--- src/core/rmi_pkg.sv ---
package rmi_pkg;
	// message codes handed over by the header parser (long and short spellings map to one code)
	typedef enum logic [4:0] {
		RMI_CLS    = 5'h00, RMI_ESR_Q  = 5'h01, RMI_IDN_Q  = 5'h02, RMI_RST    = 5'h03,
		RMI_SRE    = 5'h04, RMI_SRE_Q  = 5'h05, RMI_STB_Q  = 5'h06, RMI_BUZZ   = 5'h07,
		RMI_BUZZ_Q = 5'h08, RMI_FLUSH  = 5'h09, RMI_COM    = 5'h0A, RMI_COM_Q  = 5'h0B,
		RMI_LDC    = 5'h0C, RMI_LDC_Q  = 5'h0D, RMI_CUR    = 5'h0E, RMI_CUR_Q  = 5'h0F,
		RMI_DAC    = 5'h10, RMI_DAC_Q  = 5'h11, RMI_DSM    = 5'h12, RMI_DSM_Q  = 5'h13,
		RMI_DSR_Q  = 5'h14, RMI_ERR_Q  = 5'h15, RMI_FAIL_Q = 5'h16
	} rmi_code_t;
	localparam logic [4:0] RMI_LAST_CODE = 5'h16;   // highest known code

	// answer sequencer states
	typedef enum logic [1:0] {
		RMI_ST_IDLE = 2'b00,
		RMI_ST_IDN2 = 2'b01,
		RMI_ST_COMQ = 2'b10
	} rmi_state_t;

	// event status bits
	localparam int EXEC_FAULT_BIT = 4;
	localparam int CMD_FAULT_BIT  = 5;
	// error register bits
	localparam int ERR_SYNTAX_BIT = 0;
	localparam int ERR_DATA_BIT   = 1;
	localparam int ERR_RANGE_BIT  = 2;
	localparam int ERR_INVAL_BIT  = 3;
	// status byte summary bits
	localparam int STB_DSB_BIT = 3;
	localparam int STB_ESB_BIT = 5;
	localparam int STB_RQS_BIT = 6;

	// setting limits and factory defaults
	localparam logic [15:0] MASK_MAX     = 16'h00FF;
	localparam logic [15:0] BUZZ_MIN     = 16'h0001;
	localparam logic [15:0] BUZZ_MAX     = 16'h000A;
	localparam logic [15:0] CUR_MIN      = 16'h001E;  // 3.0 A in 0.1 A steps
	localparam logic [15:0] CUR_MAX      = 16'h012C;  // 30.0 A
	localparam logic [3:0]  BUZZ_DEFAULT = 4'h5;
	localparam logic [8:0]  CUR_DEFAULT  = 9'h01E;
	localparam logic [7:0]  CHAR_MIN     = 8'h20;
	localparam logic [7:0]  CHAR_MAX     = 8'h7E;
	localparam logic [7:0]  CHAR_SPACE   = 8'h20;
	localparam int          COM_LINE_LEN = 20;
	localparam int          COM_LINES    = 3;
	localparam int          COM_CHARS    = 60;
	localparam logic [5:0]  COM_LAST_IX  = 6'h3B;
	// identity words, values arbitrary
	localparam logic [15:0] MODEL_WORD = 16'h0A51;
	localparam logic [15:0] ROM_WORD   = 16'h0100;
endpackage : rmi_pkg

--- src/core/rmi_interp.sv ---
`timescale 1ns/1ps
`default_nettype none
module rmi_interp (
	input  wire logic        sys_clk,         // 25 MHz clock
	input  wire logic        rst,             // async reset, active high
	input  wire logic        msg_valid,       // parsed message present
	output logic             msg_ready,       // interpreter can take a message
	input  wire logic [4:0]  msg_code,        // message code
	input  wire logic        msg_short,       // header came in short spelling
	input  wire logic [15:0] msg_data,        // numeric value or comment char
	input  wire logic        msg_syntax_err,  // parser saw a header fault
	input  wire logic        msg_data_err,    // parser saw a data fault
	input  wire logic        test_running,    // pin: test in progress
	input  wire logic        prot_active,     // pin: protection state
	input  wire logic        load_detect,     // pin: load connected
	input  wire logic [7:0]  dsr_set,         // device status events
	input  wire logic [7:0]  prot_set,        // protection events
	input  wire logic [7:0]  fail_set,        // fail judgment events
	input  wire logic [7:0]  invs_set,        // invalid setting events
	output logic             resp_valid,      // answer word present
	output logic [15:0]      resp_data,       // answer word
	output logic             resp_last,       // last word of answer
	output logic             flush,           // input buffer flush pulse
	output logic             test_start,      // contact check start pulse
	output logic [3:0]       buzzer_loudness, // buzzer setting
	output logic             contact_check,   // contact check enable
	output logic [8:0]       test_current,    // current in 0.1 A
	output logic             double_action,   // start double action
	output logic             srq              // service request
);
	// pin synchronisers, first stage read only by second
	logic [2:0] pin_s1;      // first stage
	logic [2:0] pin_s2;      // second stage
	logic       load_d;      // previous load level
	logic       test_q;      // synced test state
	logic       prot_q;      // synced protection state
	// status registers
	logic [7:0] esr;         // event status
	logic [7:0] dsr;         // device status
	logic [7:0] prot;        // protection
	logic [7:0] fail;        // fail judgment
	logic [7:0] invs;        // invalid setting
	logic [7:0] err;         // error register
	logic [7:0] sre;         // service request enable
	logic [7:0] device_status_mask_cmd;         // device status mask
	logic [7:0] stb;         // status byte, derived
	// comment store and answer sequencer
	localparam int COM_CHARS_L = rmi_pkg::COM_CHARS;
	logic [7:0] com_mem [0:COM_CHARS_L-1];
	logic [5:0] com_ix;      // next char to send
	rmi_pkg::rmi_state_t st; // sequencer state
	logic [15:0] query_val;  // value for single-word queries

	// decode of the current message
	logic acc;               // message taken
	logic known;             // code in table
	logic bad_range;         // value out of range
	logic fault;             // command fault
	logic blocked;           // not executable now
	logic exec;              // message carried out
	logic [5:0] wr_ix;       // comment write index

	// permitted during a test
	function automatic logic ok_in_test(input logic [4:0] c);
		case (c)
			rmi_pkg::RMI_SRE, rmi_pkg::RMI_BUZZ, rmi_pkg::RMI_COM, rmi_pkg::RMI_LDC,
			rmi_pkg::RMI_DAC, rmi_pkg::RMI_DSM: ok_in_test = 1'b0;
			default: ok_in_test = 1'b1;
		endcase
	endfunction : ok_in_test

	// permitted in protection: the test set plus current is refused
	function automatic logic ok_in_prot(input logic [4:0] c);
		ok_in_prot = ok_in_test(c) && (c != rmi_pkg::RMI_CUR);
	endfunction : ok_in_prot

	// printable and not a quote, comma or at-sign
	function automatic logic char_ok(input logic [7:0] ch);
		char_ok = (ch >= rmi_pkg::CHAR_MIN) && (ch <= rmi_pkg::CHAR_MAX) &&
			(ch != 8'h22) && (ch != 8'h27) && (ch != 8'h2C) && (ch != 8'h40);
	endfunction : char_ok

	// value check per setting
	function automatic logic out_of_range(input logic [4:0] c, input logic [15:0] d);
		case (c)
			rmi_pkg::RMI_SRE, rmi_pkg::RMI_DSM: out_of_range = d > rmi_pkg::MASK_MAX;
			rmi_pkg::RMI_BUZZ: out_of_range = (d < rmi_pkg::BUZZ_MIN) || (d > rmi_pkg::BUZZ_MAX);
			rmi_pkg::RMI_LDC, rmi_pkg::RMI_DAC: out_of_range = d > 16'h0001;
			rmi_pkg::RMI_CUR: out_of_range = (d < rmi_pkg::CUR_MIN) || (d > rmi_pkg::CUR_MAX);
			rmi_pkg::RMI_COM: out_of_range = !char_ok(d[7:0]) ||
				(d[12:8] >= 5'(rmi_pkg::COM_LINE_LEN)) || (d[14:13] >= 2'(rmi_pkg::COM_LINES));
			default: out_of_range = 1'b0;
		endcase
	endfunction : out_of_range

	// pin synchronisers and load edge
	always_ff @(posedge sys_clk or posedge rst) begin
		if (rst) begin
			pin_s1 <= 3'h0;
			pin_s2 <= 3'h0;
			load_d <= 1'b0;
		end else begin
			pin_s1 <= {load_detect, prot_active, test_running};
			pin_s2 <= pin_s1;
			load_d <= pin_s2[2];
		end
	end
	assign test_q = pin_s2[0];
	assign prot_q = pin_s2[1];

	// a message is only taken while no multi-word answer is running
	assign msg_ready = (st == rmi_pkg::RMI_ST_IDLE);
	assign acc       = msg_valid && msg_ready;
	assign known     = msg_code <= rmi_pkg::RMI_LAST_CODE;
	assign bad_range = out_of_range(msg_code, msg_data);
	assign fault     = acc && (msg_syntax_err || !known || msg_data_err || bad_range);
	assign blocked   = acc && !fault &&
		((test_q && !ok_in_test(msg_code)) || (prot_q && !ok_in_prot(msg_code)));
	// short flag plays no part in the decision
	assign exec      = acc && !fault && !blocked;
	// widen before the product, line 2 times 20 needs six bits
	assign wr_ix     = (6'(msg_data[14:13]) * 6'h14) + 6'(msg_data[12:8]);

	// event status: fault bit set wins over the clear
	always_ff @(posedge sys_clk or posedge rst) begin
		if (rst) begin
			esr <= 8'h00;
		end else begin
			if (exec && (msg_code == rmi_pkg::RMI_CLS || msg_code == rmi_pkg::RMI_ESR_Q)) begin
				esr <= 8'h00;
			end
			if (blocked) begin
				esr[rmi_pkg::EXEC_FAULT_BIT] <= 1'b1;
			end
			if (fault) begin
				esr[rmi_pkg::CMD_FAULT_BIT] <= 1'b1;
			end
		end
	end

	// sticky status registers fed by the test engine, plus the error register fed by message faults
	always_ff @(posedge sys_clk or posedge rst) begin
		if (rst) begin
			dsr  <= 8'h00;
			prot <= 8'h00;
			fail <= 8'h00;
			invs <= 8'h00;
			err  <= 8'h00;
		end else begin
			// clear together, set ORed in afterwards
			if (exec && msg_code == rmi_pkg::RMI_CLS) begin
				dsr  <= dsr_set;
				prot <= prot_set;
				fail <= fail_set;
				invs <= invs_set;
				err  <= 8'h00;
			end else begin
				dsr  <= dsr | dsr_set;
				prot <= prot | prot_set;
				fail <= fail | fail_set;
				invs <= invs | invs_set;
			end
			// error detail bits
			if (fault && (msg_syntax_err || !known)) begin
				err[rmi_pkg::ERR_SYNTAX_BIT] <= 1'b1;
			end
			if (fault && msg_data_err) begin
				err[rmi_pkg::ERR_DATA_BIT] <= 1'b1;
			end
			if (fault && bad_range) begin
				err[rmi_pkg::ERR_RANGE_BIT] <= 1'b1;
			end
			if (blocked) begin
				err[rmi_pkg::ERR_INVAL_BIT] <= 1'b1;
			end
		end
	end

	// status byte is a live summary, so clearing its sources clears it
	always_comb begin
		stb = 8'h00;
		stb[rmi_pkg::STB_DSB_BIT] = |(dsr & device_status_mask_cmd);
		stb[rmi_pkg::STB_ESB_BIT] = |esr;
		stb[rmi_pkg::STB_RQS_BIT] = |(stb & sre);
	end
	assign srq = stb[rmi_pkg::STB_RQS_BIT];

	// enable masks survive a device reset, they belong to the interface
	always_ff @(posedge sys_clk or posedge rst) begin
		if (rst) begin
			sre <= 8'h00;
			device_status_mask_cmd <= 8'h00;
		end else if (exec) begin
			if (msg_code == rmi_pkg::RMI_SRE) begin
				sre <= msg_data[7:0];
			end
			if (msg_code == rmi_pkg::RMI_DSM) begin
				device_status_mask_cmd <= msg_data[7:0];
			end
		end
	end

	// instrument settings
	always_ff @(posedge sys_clk or posedge rst) begin
		if (rst) begin
			buzzer_loudness <= rmi_pkg::BUZZ_DEFAULT;
			contact_check   <= 1'b0;
			test_current    <= rmi_pkg::CUR_DEFAULT;
			double_action   <= 1'b0;
		end else if (exec) begin
			case (msg_code)
				rmi_pkg::RMI_RST: begin
					buzzer_loudness <= rmi_pkg::BUZZ_DEFAULT;
					contact_check   <= 1'b0;
					test_current    <= rmi_pkg::CUR_DEFAULT;
					double_action   <= 1'b0;
				end
				rmi_pkg::RMI_BUZZ: buzzer_loudness <= msg_data[3:0];
				rmi_pkg::RMI_LDC: contact_check <= msg_data[0];
				rmi_pkg::RMI_CUR: test_current <= msg_data[8:0];
				rmi_pkg::RMI_DAC: double_action <= msg_data[0];
				default: begin
				end
			endcase
		end
	end

	// comment store, blanked by reset
	always_ff @(posedge sys_clk or posedge rst) begin
		if (rst) begin
			for (int i = 0; i < COM_CHARS_L; i++) begin
				com_mem[i] <= rmi_pkg::CHAR_SPACE;
			end
		end else if (exec && msg_code == rmi_pkg::RMI_RST) begin
			for (int i = 0; i < COM_CHARS_L; i++) begin
				com_mem[i] <= rmi_pkg::CHAR_SPACE;
			end
		end else if (exec && msg_code == rmi_pkg::RMI_COM) begin
			com_mem[wr_ix] <= msg_data[7:0];
		end
	end

	// flush and contact-check start pulses
	always_ff @(posedge sys_clk or posedge rst) begin
		if (rst) begin
			flush      <= 1'b0;
			test_start <= 1'b0;
		end else begin
			// flush pulse to the input buffer
			flush      <= exec && msg_code == rmi_pkg::RMI_FLUSH;
			test_start <= contact_check && pin_s2[2] && !load_d && !test_q && !prot_q;
		end
	end

	// value of each single-word query
	always_comb begin
		query_val = 16'h0000;
		case (msg_code)
			rmi_pkg::RMI_ESR_Q:  query_val = {8'h00, esr};
			rmi_pkg::RMI_SRE_Q:  query_val = {8'h00, sre};
			rmi_pkg::RMI_STB_Q:  query_val = {8'h00, stb};
			rmi_pkg::RMI_BUZZ_Q: query_val = {12'h000, buzzer_loudness};
			rmi_pkg::RMI_LDC_Q:  query_val = {15'h0000, contact_check};
			rmi_pkg::RMI_CUR_Q:  query_val = {7'h00, test_current};
			rmi_pkg::RMI_DAC_Q:  query_val = {15'h0000, double_action};
			rmi_pkg::RMI_DSM_Q:  query_val = {8'h00, device_status_mask_cmd};
			rmi_pkg::RMI_DSR_Q:  query_val = {8'h00, dsr};
			rmi_pkg::RMI_ERR_Q:  query_val = {8'h00, err};
			rmi_pkg::RMI_FAIL_Q: query_val = {8'h00, fail};
			rmi_pkg::RMI_IDN_Q:  query_val = rmi_pkg::MODEL_WORD;
			default:             query_val = 16'h0000;
		endcase
	end

	// answer sequencer; multi-word answers hold off new messages
	always_ff @(posedge sys_clk or posedge rst) begin
		if (rst) begin
			st         <= rmi_pkg::RMI_ST_IDLE;
			com_ix     <= 6'h00;
			resp_valid <= 1'b0;
			resp_data  <= 16'h0000;
			resp_last  <= 1'b0;
		end else begin
			resp_valid <= 1'b0;
			resp_last  <= 1'b0;
			case (st)
				rmi_pkg::RMI_ST_IDLE: begin
					if (exec && msg_code == rmi_pkg::RMI_COM_Q) begin
						st     <= rmi_pkg::RMI_ST_COMQ;
						com_ix <= 6'h00;
					end else if (exec && query_val_used(msg_code)) begin
						resp_valid <= 1'b1;
						resp_data  <= query_val;
						resp_last  <= msg_code != rmi_pkg::RMI_IDN_Q;
						if (msg_code == rmi_pkg::RMI_IDN_Q) begin
							st <= rmi_pkg::RMI_ST_IDN2;
						end
					end
				end
				rmi_pkg::RMI_ST_IDN2: begin
					resp_valid <= 1'b1;
					resp_data  <= rmi_pkg::ROM_WORD;
					resp_last  <= 1'b1;
					st         <= rmi_pkg::RMI_ST_IDLE;
				end
				// comment answer, one char per cycle
				rmi_pkg::RMI_ST_COMQ: begin
					resp_valid <= 1'b1;
					resp_data  <= {8'h00, com_mem[com_ix]};
					resp_last  <= com_ix == rmi_pkg::COM_LAST_IX;
					com_ix     <= com_ix + 6'h01;
					if (com_ix == rmi_pkg::COM_LAST_IX) begin
						st <= rmi_pkg::RMI_ST_IDLE;
					end
				end
				default: st <= rmi_pkg::RMI_ST_IDLE;
			endcase
		end
	end

	// queries that answer with one word from query_val
	function automatic logic query_val_used(input logic [4:0] c);
		case (c)
			rmi_pkg::RMI_ESR_Q, rmi_pkg::RMI_SRE_Q, rmi_pkg::RMI_STB_Q, rmi_pkg::RMI_BUZZ_Q,
			rmi_pkg::RMI_LDC_Q, rmi_pkg::RMI_CUR_Q, rmi_pkg::RMI_DAC_Q, rmi_pkg::RMI_DSM_Q,
			rmi_pkg::RMI_DSR_Q, rmi_pkg::RMI_ERR_Q, rmi_pkg::RMI_FAIL_Q,
			rmi_pkg::RMI_IDN_Q: query_val_used = 1'b1;
			default: query_val_used = 1'b0;
		endcase
	endfunction : query_val_used

	// checks
	a_exe_on_block: assert property (@(posedge sys_clk) disable iff (rst)
		blocked |=> esr[rmi_pkg::EXEC_FAULT_BIT] && err[rmi_pkg::ERR_INVAL_BIT])
		else $error("blocked message did not set execution fault");
	a_cme_on_fault: assert property (@(posedge sys_clk) disable iff (rst)
		fault |=> esr[rmi_pkg::CMD_FAULT_BIT])
		else $error("faulty message did not set command fault");
	a_esr_read_clear: assert property (@(posedge sys_clk) disable iff (rst)
		(exec && msg_code == rmi_pkg::RMI_ESR_Q && !blocked && !fault) |=>
		resp_valid && resp_data == {8'h00, $past(esr)} && esr == 8'h00)
		else $error("event status read did not answer then clear");
	a_cls_clears: assert property (@(posedge sys_clk) disable iff (rst)
		(exec && msg_code == rmi_pkg::RMI_CLS) |=> err == 8'h00 && dsr == $past(dsr_set))
		else $error("clear-status left a register set");
	a_idn_two_words: assert property (@(posedge sys_clk) disable iff (rst)
		(exec && msg_code == rmi_pkg::RMI_IDN_Q) |=> resp_valid && !resp_last &&
		resp_data == rmi_pkg::MODEL_WORD ##1 resp_valid && resp_last && resp_data == rmi_pkg::ROM_WORD)
		else $error("identify answer malformed");
	a_buzz_guard: assert property (@(posedge sys_clk) disable iff (rst)
		(acc && msg_code == rmi_pkg::RMI_BUZZ && (test_q || prot_q)) |=> $stable(buzzer_loudness))
		else $error("buzzer changed while refused");
	a_sre_update: assert property (@(posedge sys_clk) disable iff (rst)
		(exec && msg_code == rmi_pkg::RMI_SRE) |=> sre == $past(msg_data[7:0]))
		else $error("service enable not stored");
	a_cur_in_test: assert property (@(posedge sys_clk) disable iff (rst)
		(acc && msg_code == rmi_pkg::RMI_CUR && test_q && !prot_q && !fault) |=>
		test_current == $past(msg_data[8:0]))
		else $error("current setting refused during test");
	a_query_always: assert property (@(posedge sys_clk) disable iff (rst)
		(acc && !fault && (msg_code == rmi_pkg::RMI_FAIL_Q || msg_code == rmi_pkg::RMI_DSR_Q)) |=> resp_valid)
		else $error("status query not answered");
	a_com_stream: assert property (@(posedge sys_clk) disable iff (rst)
		(exec && msg_code == rmi_pkg::RMI_COM_Q) |=> !msg_ready [*8])
		else $error("comment answer did not hold off messages");
endmodule : rmi_interp
`default_nettype wire

--- config.mk ---
export PLATFORM = sky130hd
export DESIGN_NAME = rmi_interp
export DESIGN_NICKNAME = d
export VERILOG_FILES = /design/src/core/rmi_pkg.sv /design/src/core/rmi_interp.sv
export SDC_FILE = /design/constraint.sdc
export NUM_CORES = 1
export LEC_CHECK = 0
export ABC_CLOCK_PERIOD_IN_PS = 19250
export BUFFER_PORTS_ARGS = -buffer_cell sky130_fd_sc_hd__clkbuf_2
export CORE_ASPECT_RATIO = 2
export CORE_MARGIN = 2
export CORE_UTILIZATION = 56
export CTS_BUF_LIST = sky130_fd_sc_hd__clkbuf_4 sky130_fd_sc_hd__clkbuf_8 sky130_fd_sc_hd__clkbuf_16
export CTS_CLUSTER_DIAMETER = 100
export DETAILED_ROUTE_END_ITERATION = 12
export GPL_TIMING_DRIVEN = 0
export PLACE_DENSITY_LB_ADDON = 0.12
export SLEW_MARGIN = 20
export SYNTH_ARGS = -nofsm -noshare
export SYNTH_HDL_FRONTEND = slang
export SYNTH_SLANG_ARGS = --single-unit
--- constraint.sdc ---
create_clock -name sys_clk -period 19.25 [get_ports sys_clk]
set_input_delay 3.85 -clock sys_clk [delete_from_list [all_inputs] [get_ports sys_clk]]
set_output_delay 3.85 -clock sys_clk [all_outputs]
set_load 0.01 [all_outputs]
* Word level (Yosys, flattened, before mapping)
Memories as Yosys holds them, arrays and structs flattened. Index checks and enable logic that the tools add are counted. W data, S select, Z words.
Storage, ports and cells: register bits after elaboration 568, ROM bits 32, input port bits 62, output and inout port bits 37, memories 1, bits in latches 0, bits in writable memories 0
Operators by class: $lt $le $gt $ge 14, divide/modulo/power cells 0, equality and inequality tests 37, muxes and demuxes 43, add/sub/neg operators 2, shifts and indexed selects 0, reduce and logical (&&, ||, !) cells 76, bitwise logic cells 6, $mul 1
Memory list:
- (no name shown) | depth 32, width 1, read ports 1, clocked after Yosys merged registers in 0, write ports 0, line rmi_interp.sv:323 | case (c)
Operators with widths (count):
- $mux W480 | 2
- $bwmux W480 | 1
- $pmux W12 S12 | 1
- $bmux W8 S6 | 1
- $demux W8 S6 | 1
- $pmux W16 S3 | 1
- $eq A5 B4 Y1 const B | 8
- $mux W8 | 5
- $eq A5 B5 Y1 const B | 7
- $mux W16 | 2
- $logic_and A1 B1 Y1 | 28
- $ne A8 B6 Y1 const B | 3
- $reduce_bool A2 Y1 | 12
- $eq A5 B3 Y1 const B | 4
- $pmux W9 S2 | 1
- $gt A16 B1 Y1 const B | 1
- $gt A16 B4 Y1 const B | 1
- $gt A16 B8 Y1 const B | 1
- $gt A16 B9 Y1 const B | 1
- $lt A16 B1 Y1 const B | 1
- $lt A16 B5 Y1 const B | 1
- $or A8 B8 Y8 | 2
- $reduce_or A8 Y1 | 2
- $ge A7 B7 Y1 const B | 2
- other kinds (42) | 90

* Depth between registers and ports, before layout
Gate-level depths: netlist of the first run.
depth after elaboration 24, gate-level depth with buffers 13, mapped depth without buffers 10

* Worst setup path before layout of the first run
Ideal clock, no wire load.
path type input to register, from in msg_data[0], to reg resp_data[0], library setup time 128 ps, arrival 6311 ps, slack 12811 ps, stages 10, data required time 19122 ps, cell sequence or4_1 -> o41ai_2 -> a221oi_1 -> nor4_4 -> and3_1 -> buf_2 -> nand2_1 -> a21o_1 -> buf_2 -> mux2_1
On the way: word-level cells in the longest chain between the ends 20, elaborated cells between the ends (all ways) 35
RTL lines:
- start, declared | line rmi_interp.sv:10 | input wire logic [15:0] msg_data,
- $ge A8 B6 Y1 or $le A8 B7 Y1 (tied branches) | line rmi_interp.sv:79 | char_ok = (ch >= rmi_pkg::CHAR_MIN) && (ch <= rmi_pkg::CHAR_MAX) &&
- $logic_and A1 B1 Y1 (2 in a row) | line rmi_interp.sv:79
- $logic_and A1 B1 Y1 (3 in a row) | line rmi_interp.sv:80 | (ch != 8'h22) && (ch != 8'h27) && (ch != 8'h2C) && (ch != 8'h40);
- $logic_not A1 Y1 | line rmi_interp.sv:90 | rmi_pkg::RMI_COM: out_of_range = !char_ok(d[7:0]) ||
- $logic_or A1 B1 Y1 | line rmi_interp.sv:90
- $logic_or A1 B1 Y1 | line rmi_interp.sv:91 | (d[12:8] >= 5'(rmi_pkg::COM_LINE_LEN)) || (d[14:13] >= 2'(rmi_pkg::COM_LINES));
- $pmux W1 S5 (*) | line rmi_interp.sv:85 | case (c)
- $logic_or A1 B1 Y1 (*) | line rmi_interp.sv:116 | assign fault = acc && (msg_syntax_err || !known || msg_data_err || bad_range);
- $logic_and A1 B1 Y1 (*) | line rmi_interp.sv:116
- $logic_not A1 Y1 (*) | line rmi_interp.sv:117, rmi_interp.sv:120
- $logic_and A1 B1 Y1 (*) | line rmi_interp.sv:117, rmi_interp.sv:120
- $logic_and A1 B1 Y1 | line rmi_interp.sv:117 | assign blocked = acc && !fault &&
- $logic_not A1 Y1 | line rmi_interp.sv:120 | assign exec = acc && !fault && !blocked;
- $logic_and A1 B1 Y1 (*) | line rmi_interp.sv:120
- $logic_and A1 B1 Y1 (on tied branches) | line rmi_interp.sv:291, rmi_interp.sv:288
- $ne A2 B1 Y1 (no source line) or $ne A2 B2 Y1 (tied branches)
- $reduce_and A3 Y1 (no source line) (*)
- end signal, assigned | line rmi_interp.sv:293 | resp_data <= query_val;
- end signal, assigned | line rmi_interp.sv:302 | resp_data <= rmi_pkg::ROM_WORD;
- end signal, assigned | line rmi_interp.sv:309 | resp_data <= {8'h00, com_mem[com_ix]};
- end, declared | line rmi_interp.sv:21 | output logic [15:0] resp_data,
Every way passes the cells marked *; elsewhere a longest branch is shown, timed or not. A chain may end at the register's enable or synchronous reset.

* Worst setup path in the final report of the first run
from in msg_code[0], to reg com_mem[438] in the netlist's numbering
On the way: word-level cells in the longest chain between the ends 13, elaborated cells between the ends (all ways) 34
RTL lines:
- start, declared | line rmi_interp.sv:8 | input wire logic [4:0] msg_code,
- $le A5 B5 Y1 | line rmi_interp.sv:114 | assign known = msg_code <= rmi_pkg::RMI_LAST_CODE;
- $logic_not A1 Y1 | line rmi_interp.sv:116
- $logic_or A1 B1 Y1 (3 in a row) | line rmi_interp.sv:116
- $logic_and A1 B1 Y1 | line rmi_interp.sv:116
- $logic_not A1 Y1 | line rmi_interp.sv:117, rmi_interp.sv:120
- $logic_and A1 B1 Y1 | line rmi_interp.sv:117, rmi_interp.sv:120
- $logic_and A1 B1 Y1 | line rmi_interp.sv:117
- $logic_not A1 Y1 | line rmi_interp.sv:120
- $logic_and A1 B1 Y1 | line rmi_interp.sv:120
- $logic_and A1 B1 Y1 (on tied branches) | line rmi_interp.sv:234, rmi_interp.sv:238
- $mux W480 or $reduce_bool A2 Y1 (tied branches)
- end signal, assigned by index | line rmi_interp.sv:232 | com_mem[i] <= rmi_pkg::CHAR_SPACE;
- end signal, assigned by index | line rmi_interp.sv:236 | com_mem[i] <= rmi_pkg::CHAR_SPACE;
- end signal, assigned by index | line rmi_interp.sv:239 | com_mem[wr_ix] <= msg_data[7:0];
- end, declared | line rmi_interp.sv:49 | logic [7:0] com_mem [0:COM_CHARS_L-1];
Several ways; a longest one is shown, not always the timed one.

==> impl_metrics.py, run 1 <==
metrics = {
    "placed_design": {
        "dp_slack_ns": 11.32,
        "gp_congestion": 1.03,
        "numPortBuffers": 72,
        "placed_cells": 2985,
        "hpwl_mm": 77.9,
    },
    "floorplan": {
        "dieArea_um2": 48900,
        "die_x_um": 157,
        "io_pins": 99,
        "die_h_um": 311,
        "start_util": 0.566,
        "rows": 112,
        "core_region_area_um2": 46500,
    },
    "timing": {
        "fin_crit_sh": 0.394,
        "setup-violations-final": 0,
        "fin_skew_ns": 0.0291,
        "rsz0062_at_grt": "no",
        "worst_slack_ns": 11.66,
        "post-route-min-period_ns": 7.59,
        "hold_viol_final": 0,
        "setup_tns_ns": 0,
        "relSlewSlack": 0.130,
        "maxSlewViolCount": 0,
        "worst_slew_pin_slew_ns": 1.31,
        "fmax_mhz": 132,
        "holdWs_ns": 0.362,
    },
    "yosys": {
        "yosysUniqueCellTypes": 78,
        "ys_top_cells_by_area": "dfrtp_1 47%, mux4_2 11%, dfstp_2 6.6%",
        "synth_xor_area_frac": 0.00133,
        "synth_cells": 2261,
        "ys.flop_type": "dfrtp_1",
        "synthSimpleGateAreaFrac": 0.0867,
        "ys_warn_count": 0,
        "muxShareOfSynthArea": 0.132,
        "synthesis.area_um2": 26300,
        "synth_seq_area_share": 0.537,
        "synthArstFlopShare": 1.00,
        "avgSynthCellArea_um2": 11.6,
        "synth_compound_area_frac": 0.181,
        "yosysTopAreaCell": "dfrtp_1",
        "synth_top_family_by_area": "compound AO/OA/AOI/OAI gates",
        "synthAdderAreaFrac": 0.00789,
        "synth-edff-count": 0,
        "synth_seq_cells": 562,
        "synth_top_area_share": 0.471,
    },
    "critical_path": {
        "cp-end-kind": "flip-flop",
        "crit_arrival_ns": 8.00,
        "cp_slowest_cell": "a21oi_1",
        "rr_worst_depth": 10,
        "crit_path_start_kind": "input pin",
        "slowest_delay_ns": 0.95,
        "r2r_slack_ns": 14.21,
        "reg2reg_to": "resp_data[4]$_DFFE_PP0P_",
        "path_max_fanout": 10,
        "worstSetupPathType": "in -> reg",
        "r2r_start": "com_ix[1]$_DFFE_PP0P_",
        "required_ns": 19.66,
        "path_cells": "clkbuf_2 -> inv_1 -> ha_1 -> clkbuf_1 -> nand2_1 -> a2bb2oi_1 -> o211ai_1 -> a211oi_1 -> nand4_1 -> clkbuf_1 -> a21oi_1 -> o22ai_1",
        "crit_top_cell": "clkbuf_1",
    },
    "power_and_ir_drop": {
        "power_switching_w": 0.000591,
        "switching_share": 0.244,
        "leakage_nw": 13.0,
        "pwr-share-comb": 0.062,
        "p_per_area_nw_per_um2": 81.5,
        "vdd_ir_drop_max_v": 0.0000872,
        "power_frac_seq": 0.493,
        "clkPwrFrac": 0.444,
        "internal_power_w": 0.00183,
    },
    "drt": {
        "initialDrtViolationCount": 2406,
        "drcViolationCount": 0,
        "drt-total-wl_mm": 104,
        "drtAntennaViolNets": 0,
        "num_vias": 21100,
        "dr.pass1.iters": 8,
        "routed_via_density": 6.87,
        "wl_per_cell_um": 33.9,
    },
    "global_routing": {
        "grtUsageTotal": 0.439,
        "grt_pass1_vias": 22300,
        "grt-ovfl-total": 0,
        "grt_pass1_wl_mm": 151,
        "grt_max_degree": 39,
        "antenna_found_initial": 2,
    },
    "cts": {
        "clk_path_buf_depth": 3,
        "numClockSinks": 562,
        "post_cts_resized": 0,
        "cts_buffers": 50,
        "cts_root_buf": "clkbuf_16",
        "clk-insertion-delay-late_ns": 0.61,
        "ctsHoldBuffers": 0,
        "clk_pin_slew_worst_paths_ns": 0.07,
        "post_cts_buffers": 0,
        "cts_tree": "built",
        "htree_levels": 2,
    },
    "hold_path": {
        "whs_endpoint": "pin_s2[0]$_DFF_PP0_",
        "hold_path.class": "reg -> reg",
        "hp-start": "pin_s1[0]$_DFF_PP0_",
        "hold_depth": 0,
    },
    "job": {
        "max-cap-violations": 0,
    },
    "final_layout": {
        "n_antenna_cell": 0,
        "fin_cells": 3076,
        "nets": 2489,
        "syn_to_final_growth_pct": 12.8,
        "layout-drive-gt1-share": 0.201,
    },
    "outcome": {
        "outcome": "complete, no violations",
    },
}
-- power groups by stage --
| stage | sequential, W | combinational (W) | clock (W) |
|---|---|---|---|
| 6_report | 0.00119 | 0.000151 | 0.00107 |
| 5_1_grt | 0.00119 | 0.000160 | 0.00112 |
| 4_1_cts | 0.00119 | 0.000146 | 0.00108 |
| 3_5_place_dp | 0.00122 | 0.000145 | 0 |
| 2_1_floorplan | 0.00122 | 0.0000781 | 0 |
| 3_3_place_gp | 0.00122 | 0.000132 | 0 |
-- cell families after synthesis --
| family | Yosys count |
|---|---|
| AOI/OAI and AO/OA | 664 |
| DFF | 562 |
| and+or+nand+nor | 467 |
| buffers and inverters | 370 |
| muxes | 177 |
| adders and majority gates | 16 |
| xor gates and xnor gates | 4 |
| other | 1 |
-- synthesized netlist by cell type (5+ instances only) --
library cell and number:
mux2_2 19, a211oi_1 5, a21o_1 24, nand3_1 35
nand2b_1 11, and2_1 35, nor3b_1 6, nor2_1 141
a31oi_1 8, buf_2 13, o21ai_2 30, ha_1 15
nor2b_1 40, mux2_1 10, o22ai_1 182, inv_1 224
and3_1 5, buf_4 7, dfstp_2 66, dfrtp_1 496
nor3_1 15, nand2_1 134, mux4_2 133, o2bb2ai_1 180
or3_1 6, or2_2 6, nand4_1 5, a22oi_1 49
a22o_1 7, clkbuf_1 111, mux2i_1 15, buf_1 13
o21ai_0 33, a21oi_1 98, a221oi_1 7
-- routing by layer --
layer	vias up	global-route usage	wire [um]
met3	495	0.0944	7990
met1	10700	0.463	32300
met4	4	0.428	12900
li1	8644	-	-
met5	-	0	24
met2	1260	0.706	51100
-- registers in the layout, indices dropped and copies added (netlist names), 4 cells and up --
| name | count |
|---|---|
| com_mem | 480 |
| resp_data | 10 |
| test_current | 9 |
| device_status_mask_cmd | 8 |
| dsr | 8 |
| fail | 8 |
| sre | 8 |
| com_ix | 6 |
| buzzer_loudness | 4 |
| err | 4 |
-- how the worst max path moves through the flow --
| stage | start | to | cells after the start |
|---|---|---|---|
| after floorplan | rst | buzzer_loudness[1]$_DFFE_PP0P_ | 1 |
| after global placement | rst | com_mem[143]$_DFFE_PP0P_ | 2 |
| after detailed placement | msg_code[0] | com_mem[438]$_DFFE_PP0P_ | 12 |
| after CTS | msg_code[0] | com_mem[438]$_DFFE_PP0P_ | 12 |
| after global routing | msg_code[0] | com_mem[446]$_DFFE_PP0P_ | 12 |
| final | msg_code[0] | com_mem[438]$_DFFE_PP0P_ | 12 |
-- placed cells by master, fill, tap and decap left out, types with 51 or more instances in the layout --
cell | Yosys | layout
a21oi_1 | 98 | 98
clkbuf_1 | 111 | 104
clkbuf_16 | 0 | 51
clkbuf_2 | 0 | 79
dfrtp_1 | 496 | 496
dfstp_2 | 66 | 66
inv_1 | 224 | 223
mux4_2 | 133 | 133
nand2_1 | 134 | 134
nor2_1 | 141 | 139
o22ai_1 | 182 | 182
o2bb2ai_1 | 180 | 180
-- layout make-up --
| cell class | count | area [um2] |
|---|---|---|
| Tap cell | 627 | 785 |
| Multi-Input combinational cell | 1333 | 10800 |
| Clock inverter | 28 | 314 |
| Fill cell | 3797 | 16800 |
| Buffer | 144 | 601 |
| Clock buffer | 62 | 1410 |
| Timing Repair Buffer | 94 | 788 |
| Inverter | 226 | 852 |
| Sequential cell | 562 | 14100 |
-- worst max-delay path: cells and delay by family --
family	cells	cell delay (ns)
adder cells (fa/ha/maj)	1	0.19
buffers and inverters	4	1.00
AND/OR/NAND/NOR	2	0.67
AO/OA/AOI/OAI	5	2.28
-- per-stage QoR --
stage           util  total power, W  cell area, um2
6_report       0.638         0.00242           29700
5_1_grt        0.638         0.00248           29700
3_3_place_gp   0.591         0.00135           27500
2_1_floorplan      -         0.00129           26400
3_5_place_dp   0.601         0.00136           28000
4_1_cts        0.638         0.00242           29700
(Power assumes the default switching activity.)
==> inputs of run 2 (changes only) <==
--- a/config.mk
+++ b/config.mk
@@ -5,7 +5,7 @@
 export SDC_FILE = /design/constraint.sdc
 export NUM_CORES = 1
 export LEC_CHECK = 0
-export ABC_CLOCK_PERIOD_IN_PS = 19250
+export ABC_CLOCK_PERIOD_IN_PS = 6530
 export BUFFER_PORTS_ARGS = -buffer_cell sky130_fd_sc_hd__clkbuf_2
 export CORE_ASPECT_RATIO = 2
 export CORE_MARGIN = 2
==> constraint.sdc (replaced) <==
create_clock -name sys_clk -period 6.53 [get_ports sys_clk]
set_input_delay 1.306 -clock sys_clk [delete_from_list [all_inputs] [get_ports sys_clk]]
set_output_delay 1.306 -clock sys_clk [all_outputs]
set_load 0.01 [all_outputs]
==> run 2 against run 1 <==
Against the previous run:
- critical path depth unchanged
- die area unchanged
- total power rose to 3.0 times the previous value
- sequential power rose to 3.0 times the previous value
- via count up 0.76%
- register-to-register slack worse by 13 ns
- highest routed layer unchanged
==> impl_metrics.py, run 2 (same netlist as run 1, synthesis figures left out) <==
metrics = {
    "outcome": {
        "outcome": "complete, no violations",
    },
    "job": {
        "max-cap-violations": 0,
    },
    "final_layout": {
        "syn_to_final_growth_pct": 12.8,
        "layout-drive-gt1-share": 0.201,
        "finalInstanceArea_um2": 29700,
        "final_common_cell": "dfrtp_1",
        "top_regs": "com_mem x480, resp_data x10, test_current x9",
        "nets": 2489,
        "largest_reg_flops": 480,
        "largest_register": "com_mem",
        "final_cell_mix": "496 x dfrtp_1, 223 x inv_1, 182 x o22ai_1",
    },
    "cts": {
        "numClockSinks": 562,
        "cts_buffers": 50,
        "cts_tree": "built",
        "post_cts_buffers": 0,
        "post_cts_resized": 0,
        "ctsHoldBuffers": 0,
        "clk_path_buf_depth": 3,
        "clk_pin_slew_worst_paths_ns": 0.07,
        "htree_levels": 2,
        "cts_root_buf": "clkbuf_16",
        "clk-insertion-delay-late_ns": 0.62,
    },
    "timing": {
        "fin_crit_sh": 0.787,
        "maxSlewViolCount": 0,
        "relSlewSlack": 0.138,
        "rsz0062_at_grt": "no",
        "worst_slew_pin_slew_ns": 1.29,
        "setup-violations-final": 0,
        "fin_skew_ns": 0.0329,
        "fmax_mhz": 195,
        "post-route-min-period_ns": 5.14,
        "hold_viol_final": 0,
    },
    "placed_design": {
        "placed_area_um2": 28000,
        "numPortBuffers": 72,
        "gp_congestion": 1.03,
        "hpwl_mm": 77.9,
    },
    "floorplan": {
        "start_util": 0.566,
        "rows": 112,
        "die_h_um": 311,
        "die_x_um": 157,
        "dieArea_um2": 48900,
        "core_region_area_um2": 46500,
        "io_pins": 99,
    },
    "hold_path": {
        "hp-start": "pin_s1[0]$_DFF_PP0_",
        "hold_path.class": "reg -> reg",
    },
    "power_and_ir_drop": {
        "p_per_area_nw_per_um2": 241,
        "clkPwrFrac": 0.445,
        "switching_share": 0.246,
        "power.total_w": 0.00715,
        "power_frac_seq": 0.492,
        "internal_power_w": 0.00539,
        "leakage_nw": 13.0,
        "pwr-share-comb": 0.062,
        "vdd_ir_drop_max_v": 0.000260,
        "power_switching_w": 0.00176,
    },
    "drt": {
        "initialDrtViolationCount": 2375,
        "drtAntennaViolNets": 0,
        "dr.pass1.iters": 6,
        "wl_per_cell_um": 34.0,
        "drt-total-wl_mm": 105,
        "drcViolationCount": 0,
        "routed_via_density": 6.92,
        "num_vias": 21300,
    },
    "global_routing": {
        "grt_pass1_wl_mm": 151,
        "grt-ovfl-total": 0,
        "grtUsageTotal": 0.439,
        "grt_pass1_vias": 22300,
        "grt_max_degree": 39,
        "antenna_found_initial": 2,
    },
    "critical_path": {
        "critPathLaunch": "msg_code[0]",
        "r2r_start": "com_ix[1]$_DFFE_PP0P_",
        "rr_worst_depth": 10,
        "worstSetupPathType": "in -> reg",
        "crit_end": "com_mem[438]$_DFFE_PP0P_",
        "crit_arrival_ns": 5.55,
        "cp-end-kind": "flip-flop",
        "r2r_slack_ns": 1.48,
        "required_ns": 6.94,
        "crit_path_start_kind": "input pin",
        "path_max_fanout": 10,
        "reg2reg_to": "resp_data[4]$_DFFE_PP0P_",
    },
}
==> run 2: cell count changes in the layout (fill, tap and decap cells not counted), sizes merged <==
cell	previous run	this run
diode	0	1
==> run 2: cell type report <==
cell class	count	area [um2]
plain buffers	144	601
fillers	3796	16800
clock buffers	62	1410
clock inverters	28	314
multi-input cells	1333	10800
diodes	1	2.50
well taps	627	785
flip-flops and latches	562	14100
inverters	226	852
repair buffers	94	788
==> run 2: metal layers <==
| layer | vias up | track usage | routed length, um |
|---|---|---|---|
| met5 | - | 0 | 11 |
| met4 | 2 | 0.428 | 13000 |
| met3 | 508 | 0.0946 | 8220 |
| met2 | 1332 | 0.706 | 51000 |
| met1 | 10800 | 0.464 | 32400 |
| li1 | 8638 | - | - |
==> run 2: critical path, cell delays in order <==
cell and delay [ns]:
clkbuf_2 0.15, inv_1 0.08, ha_1 0.19, clkbuf_1 0.30, nand2_1 0.37, a2bb2oi_1 0.43
o211ai_1 0.47, a211oi_1 0.36, nand4_1 0.26, clkbuf_1 0.43, a21oi_1 0.96, o22ai_1 0.23
==> run 2: worst min path at each step <==
stage	to	slack, ns	cells after the start
final	pin_s2[0]$_DFF_PP0_	0.36	0
after global routing	pin_s2[2]$_DFF_PP0_	0.38	0
after CTS	pin_s2[0]$_DFF_PP0_	0.37	0
after detailed placement	pin_s2[0]$_DFF_PP0_	0.35	0
after global placement	pin_s2[2]$_DFF_PP0_	0.34	0
after floorplan	pin_s2[0]$_DFF_PP0_	0.33	0
==> run 2: through the flow <==
stage	utilization	setup TNS (ns)	instances	hold slack [ns]	setup WS [ns]
2_1_floorplan	-	-1193.34	2265	0.331	-2.37
3_3_place_gp	0.591	-2623.65	2964	0.337	-5.14
3_5_place_dp	0.601	0	2985	0.349	1.15
4_1_cts	0.638	0	3075	0.369	1.66
5_1_grt	0.638	0	3076	0.378	1.28
6_report	0.638	0	3077	0.362	1.39
==> run 2: power by group through the flow <==
stage	combinational, W	sequential, W	clock (W)
floorplan	0.000230	0.00358	0
global placement	0.000389	0.00359	0
detailed placement	0.000428	0.00358	0
CTS	0.000430	0.00352	0.00318
global route	0.000472	0.00352	0.00331
finish	0.000445	0.00352	0.00318
==> inputs of run 3 (changes only) <==
--- a/config.mk
+++ b/config.mk
@@ -5,11 +5,11 @@
 export SDC_FILE = /design/constraint.sdc
 export NUM_CORES = 1
 export LEC_CHECK = 0
-export ABC_CLOCK_PERIOD_IN_PS = 6530
+export ABC_CLOCK_PERIOD_IN_PS = 5250
 export BUFFER_PORTS_ARGS = -buffer_cell sky130_fd_sc_hd__clkbuf_2
 export CORE_ASPECT_RATIO = 2
 export CORE_MARGIN = 2
-export CORE_UTILIZATION = 56
+export CORE_UTILIZATION = 57
 export CTS_BUF_LIST = sky130_fd_sc_hd__clkbuf_4 sky130_fd_sc_hd__clkbuf_8 sky130_fd_sc_hd__clkbuf_16
 export CTS_CLUSTER_DIAMETER = 100
 export DETAILED_ROUTE_END_ITERATION = 12
==> constraint.sdc (replaced) <==
create_clock -name sys_clk -period 5.25 [get_ports sys_clk]
set_input_delay 1.05 -clock sys_clk [delete_from_list [all_inputs] [get_ports sys_clk]]
set_output_delay 1.05 -clock sys_clk [all_outputs]
set_load 0.01 [all_outputs]
==> run 3 against run 2 <==
Against the previous run:
- non-clock buffer count increased by 1
- largest cell class unchanged
- worst setup slack got worse by 1.2 ns
- first-iteration DRC count fell by 8.0%
- final area down 0.17%
- sequential power is 24% higher
==> impl_metrics.py, run 3 (same netlist as run 1, synthesis figures left out) <==
metrics = {
    "critical_path": {
        "crit_arrival_ns": 5.55,
        "required_ns": 5.74,
        "path_cells": "clkbuf_1 -> buf_1 -> clkbuf_2 -> clkbuf_1 -> mux4_2 -> a21oi_1 -> nor2_1 -> a31oi_1 -> nand3_1 -> mux2_1",
        "worstSetupPathType": "reg -> reg",
        "cp-end-kind": "flip-flop",
        "path_max_fanout": 10,
        "cp_slowest_cell": "clkbuf_1",
        "slowest_delay_ns": 0.86,
        "crit_path_start_kind": "flip-flop",
        "crit_top_cell": "clkbuf_1",
    },
    "final_layout": {
        "largest_reg_flops": 480,
        "syn_to_final_growth_pct": 12.6,
        "final_common_cell": "dfrtp_1",
        "nets": 2490,
        "largest_register": "com_mem",
        "top_regs": "com_mem x480, resp_data x10, test_current x9",
        "layout-drive-gt1-share": 0.202,
        "final_cell_mix": "496 x dfrtp_1, 223 x inv_1, 182 x o22ai_1",
        "n_fill_cell": 3610,
    },
    "floorplan": {
        "io_pins": 99,
        "die_h_um": 308,
        "core_region_area_um2": 45700,
        "dieArea_um2": 48000,
        "die_x_um": 156,
        "rows": 111,
        "start_util": 0.576,
    },
    "cts": {
        "clk_pin_slew_worst_paths_ns": 0.07,
        "cts_root_buf": "clkbuf_16",
        "htree_levels": 2,
        "post_cts_resized": 0,
        "clk_path_buf_depth": 3,
        "numClockSinks": 562,
        "ctsHoldBuffers": 0,
        "cts_tree": "built",
        "cts_buffers": 50,
        "clk-insertion-delay-late_ns": 0.62,
        "post_cts_buffers": 0,
    },
    "outcome": {
        "outcome": "complete, no violations",
    },
    "timing": {
        "hold_viol_final": 0,
        "holdWs_ns": 0.357,
        "fmax_mhz": 198,
        "fin_skew_ns": 0.0281,
        "fin_crit_sh": 0.963,
        "relSlewSlack": 0.143,
        "post-route-min-period_ns": 5.05,
        "rsz0062_at_grt": "no",
        "worst_slew_pin_slew_ns": 1.29,
        "maxSlewViolCount": 0,
        "setup-violations-final": 0,
    },
    "placed_design": {
        "numPortBuffers": 72,
        "gp_congestion": 1.04,
        "hpwl_mm": 79.2,
    },
    "drt": {
        "met3_length_mm": 7.65,
        "dr.pass1.iters": 6,
        "drcViolationCount": 0,
        "initialDrtViolationCount": 2185,
        "drt-total-wl_mm": 105,
        "routed_via_density": 6.97,
        "dr_wl_met2_mm": 50.6,
        "num_vias": 21000,
        "wl_per_cell_um": 34.8,
        "wl_met1_mm": 32.5,
        "drtAntennaViolNets": 0,
        "maxUsedRoutingLayer": "met5",
    },
    "global_routing": {
        "antenna_found_initial": 5,
        "grt_pass1_wl_mm": 151,
        "grtUsageTotal": 0.450,
        "grt-ovfl-total": 0,
        "grt_pass1_vias": 22000,
        "grt_max_degree": 38,
    },
    "power_and_ir_drop": {
        "power.total_w": 0.00887,
        "leakage_nw": 13.1,
        "vdd_ir_drop_max_v": 0.000357,
        "p_per_area_nw_per_um2": 299,
    },
    "hold_path": {
        "hold_path.class": "reg -> reg",
    },
    "job": {
        "max-cap-violations": 0,
    },
}
[run 3: changes by cell type in the layout (fill, tap and decap cells not counted), sizes merged]
cell	change
buf	+2
bufinv	-1
clkbuf	+8
clkinv	-6
clkinvlp	+2
diode	+2
inv	-2
[run 3: through the flow]
stage,worst slack [ns],cell area (um2),TNS [ns],cells,util
final,0.196,29700,0,3020,0.649
after floorplan,-3.40,26400,-1768.82,2265,-
after detailed placement,0.121,27900,0,2925,0.611
after global placement,-6.11,27400,-3176.33,2902,0.600
after CTS,0.448,29600,0,3017,0.649
after global routing,0.312,29600,0,3018,0.649
[run 3: path summary, 6_finish.rpt]
| path | startpoint | end | slack, ns | cells after the start |
|---|---|---|---|---|
| min in group asynchronous | rst | com_mem[388]$_DFFE_PP0P_ | 0.42 | 2 |
| min | pin_s1[2]$_DFF_PP0_ | pin_s2[2]$_DFF_PP0_ | 0.36 | 0 |
| max in group asynchronous | rst | com_mem[1]$_DFFE_PP0P_ | 2.73 | 10 |
| max | com_ix[1]$_DFFE_PP0P_ | resp_data[4]$_DFFE_PP0P_ | 0.20 | 10 |
| min reg2reg | pin_s1[2]$_DFF_PP0_ | pin_s2[2]$_DFF_PP0_ | 0.36 | 0 |
| max reg2reg | com_ix[1]$_DFFE_PP0P_ | resp_data[4]$_DFFE_PP0P_ | 0.20 | 10 |
[run 3: final cells by class]
cell class | instances | area (um2) | area share
flip-flops and latches | 562 | 14100 | 0.477
multi-input cells | 1333 | 10800 | 0.364
clock buffers | 71 | 1480 | 0.0498
inverters | 226 | 852 | 0.0287
repair buffers | 95 | 812 | 0.0274
well taps | 565 | 707 | 0.0238
plain buffers | 144 | 603 | 0.0203
clock inverters | 21 | 256 | 0.00865
diodes | 3 | 7.51 | 0.000253
[run 3: metal layers]
metal,GRT usage,vias up
met2,0.728,1226
met1,0.459,10700
met5,0,-
met4,0.490,8
met3,0.0936,501
li1,-,8639
[run 3: report_power, final]
| part | total (W) | switching, W | leakage, nW | internal [W] |
|---|---|---|---|---|
| Clock | 0.00394 | 0.00173 | 0.870 | 0.00222 |
| Combinational | 0.000551 | 0.000412 | 5.66 | 0.000140 |
| Sequential | 0.00438 | 0.0000199 | 6.53 | 0.00436 |
[run 3: critical path: cells and delay by family (launching register included)]
family,cells,cell delay [ns]
AO/OA/AOI/OAI,2,0.69
flip-flops,1,0.38
buffers and inverters,4,2.70
multiplexers,2,0.78
AND/OR/NAND/NOR,2,0.37
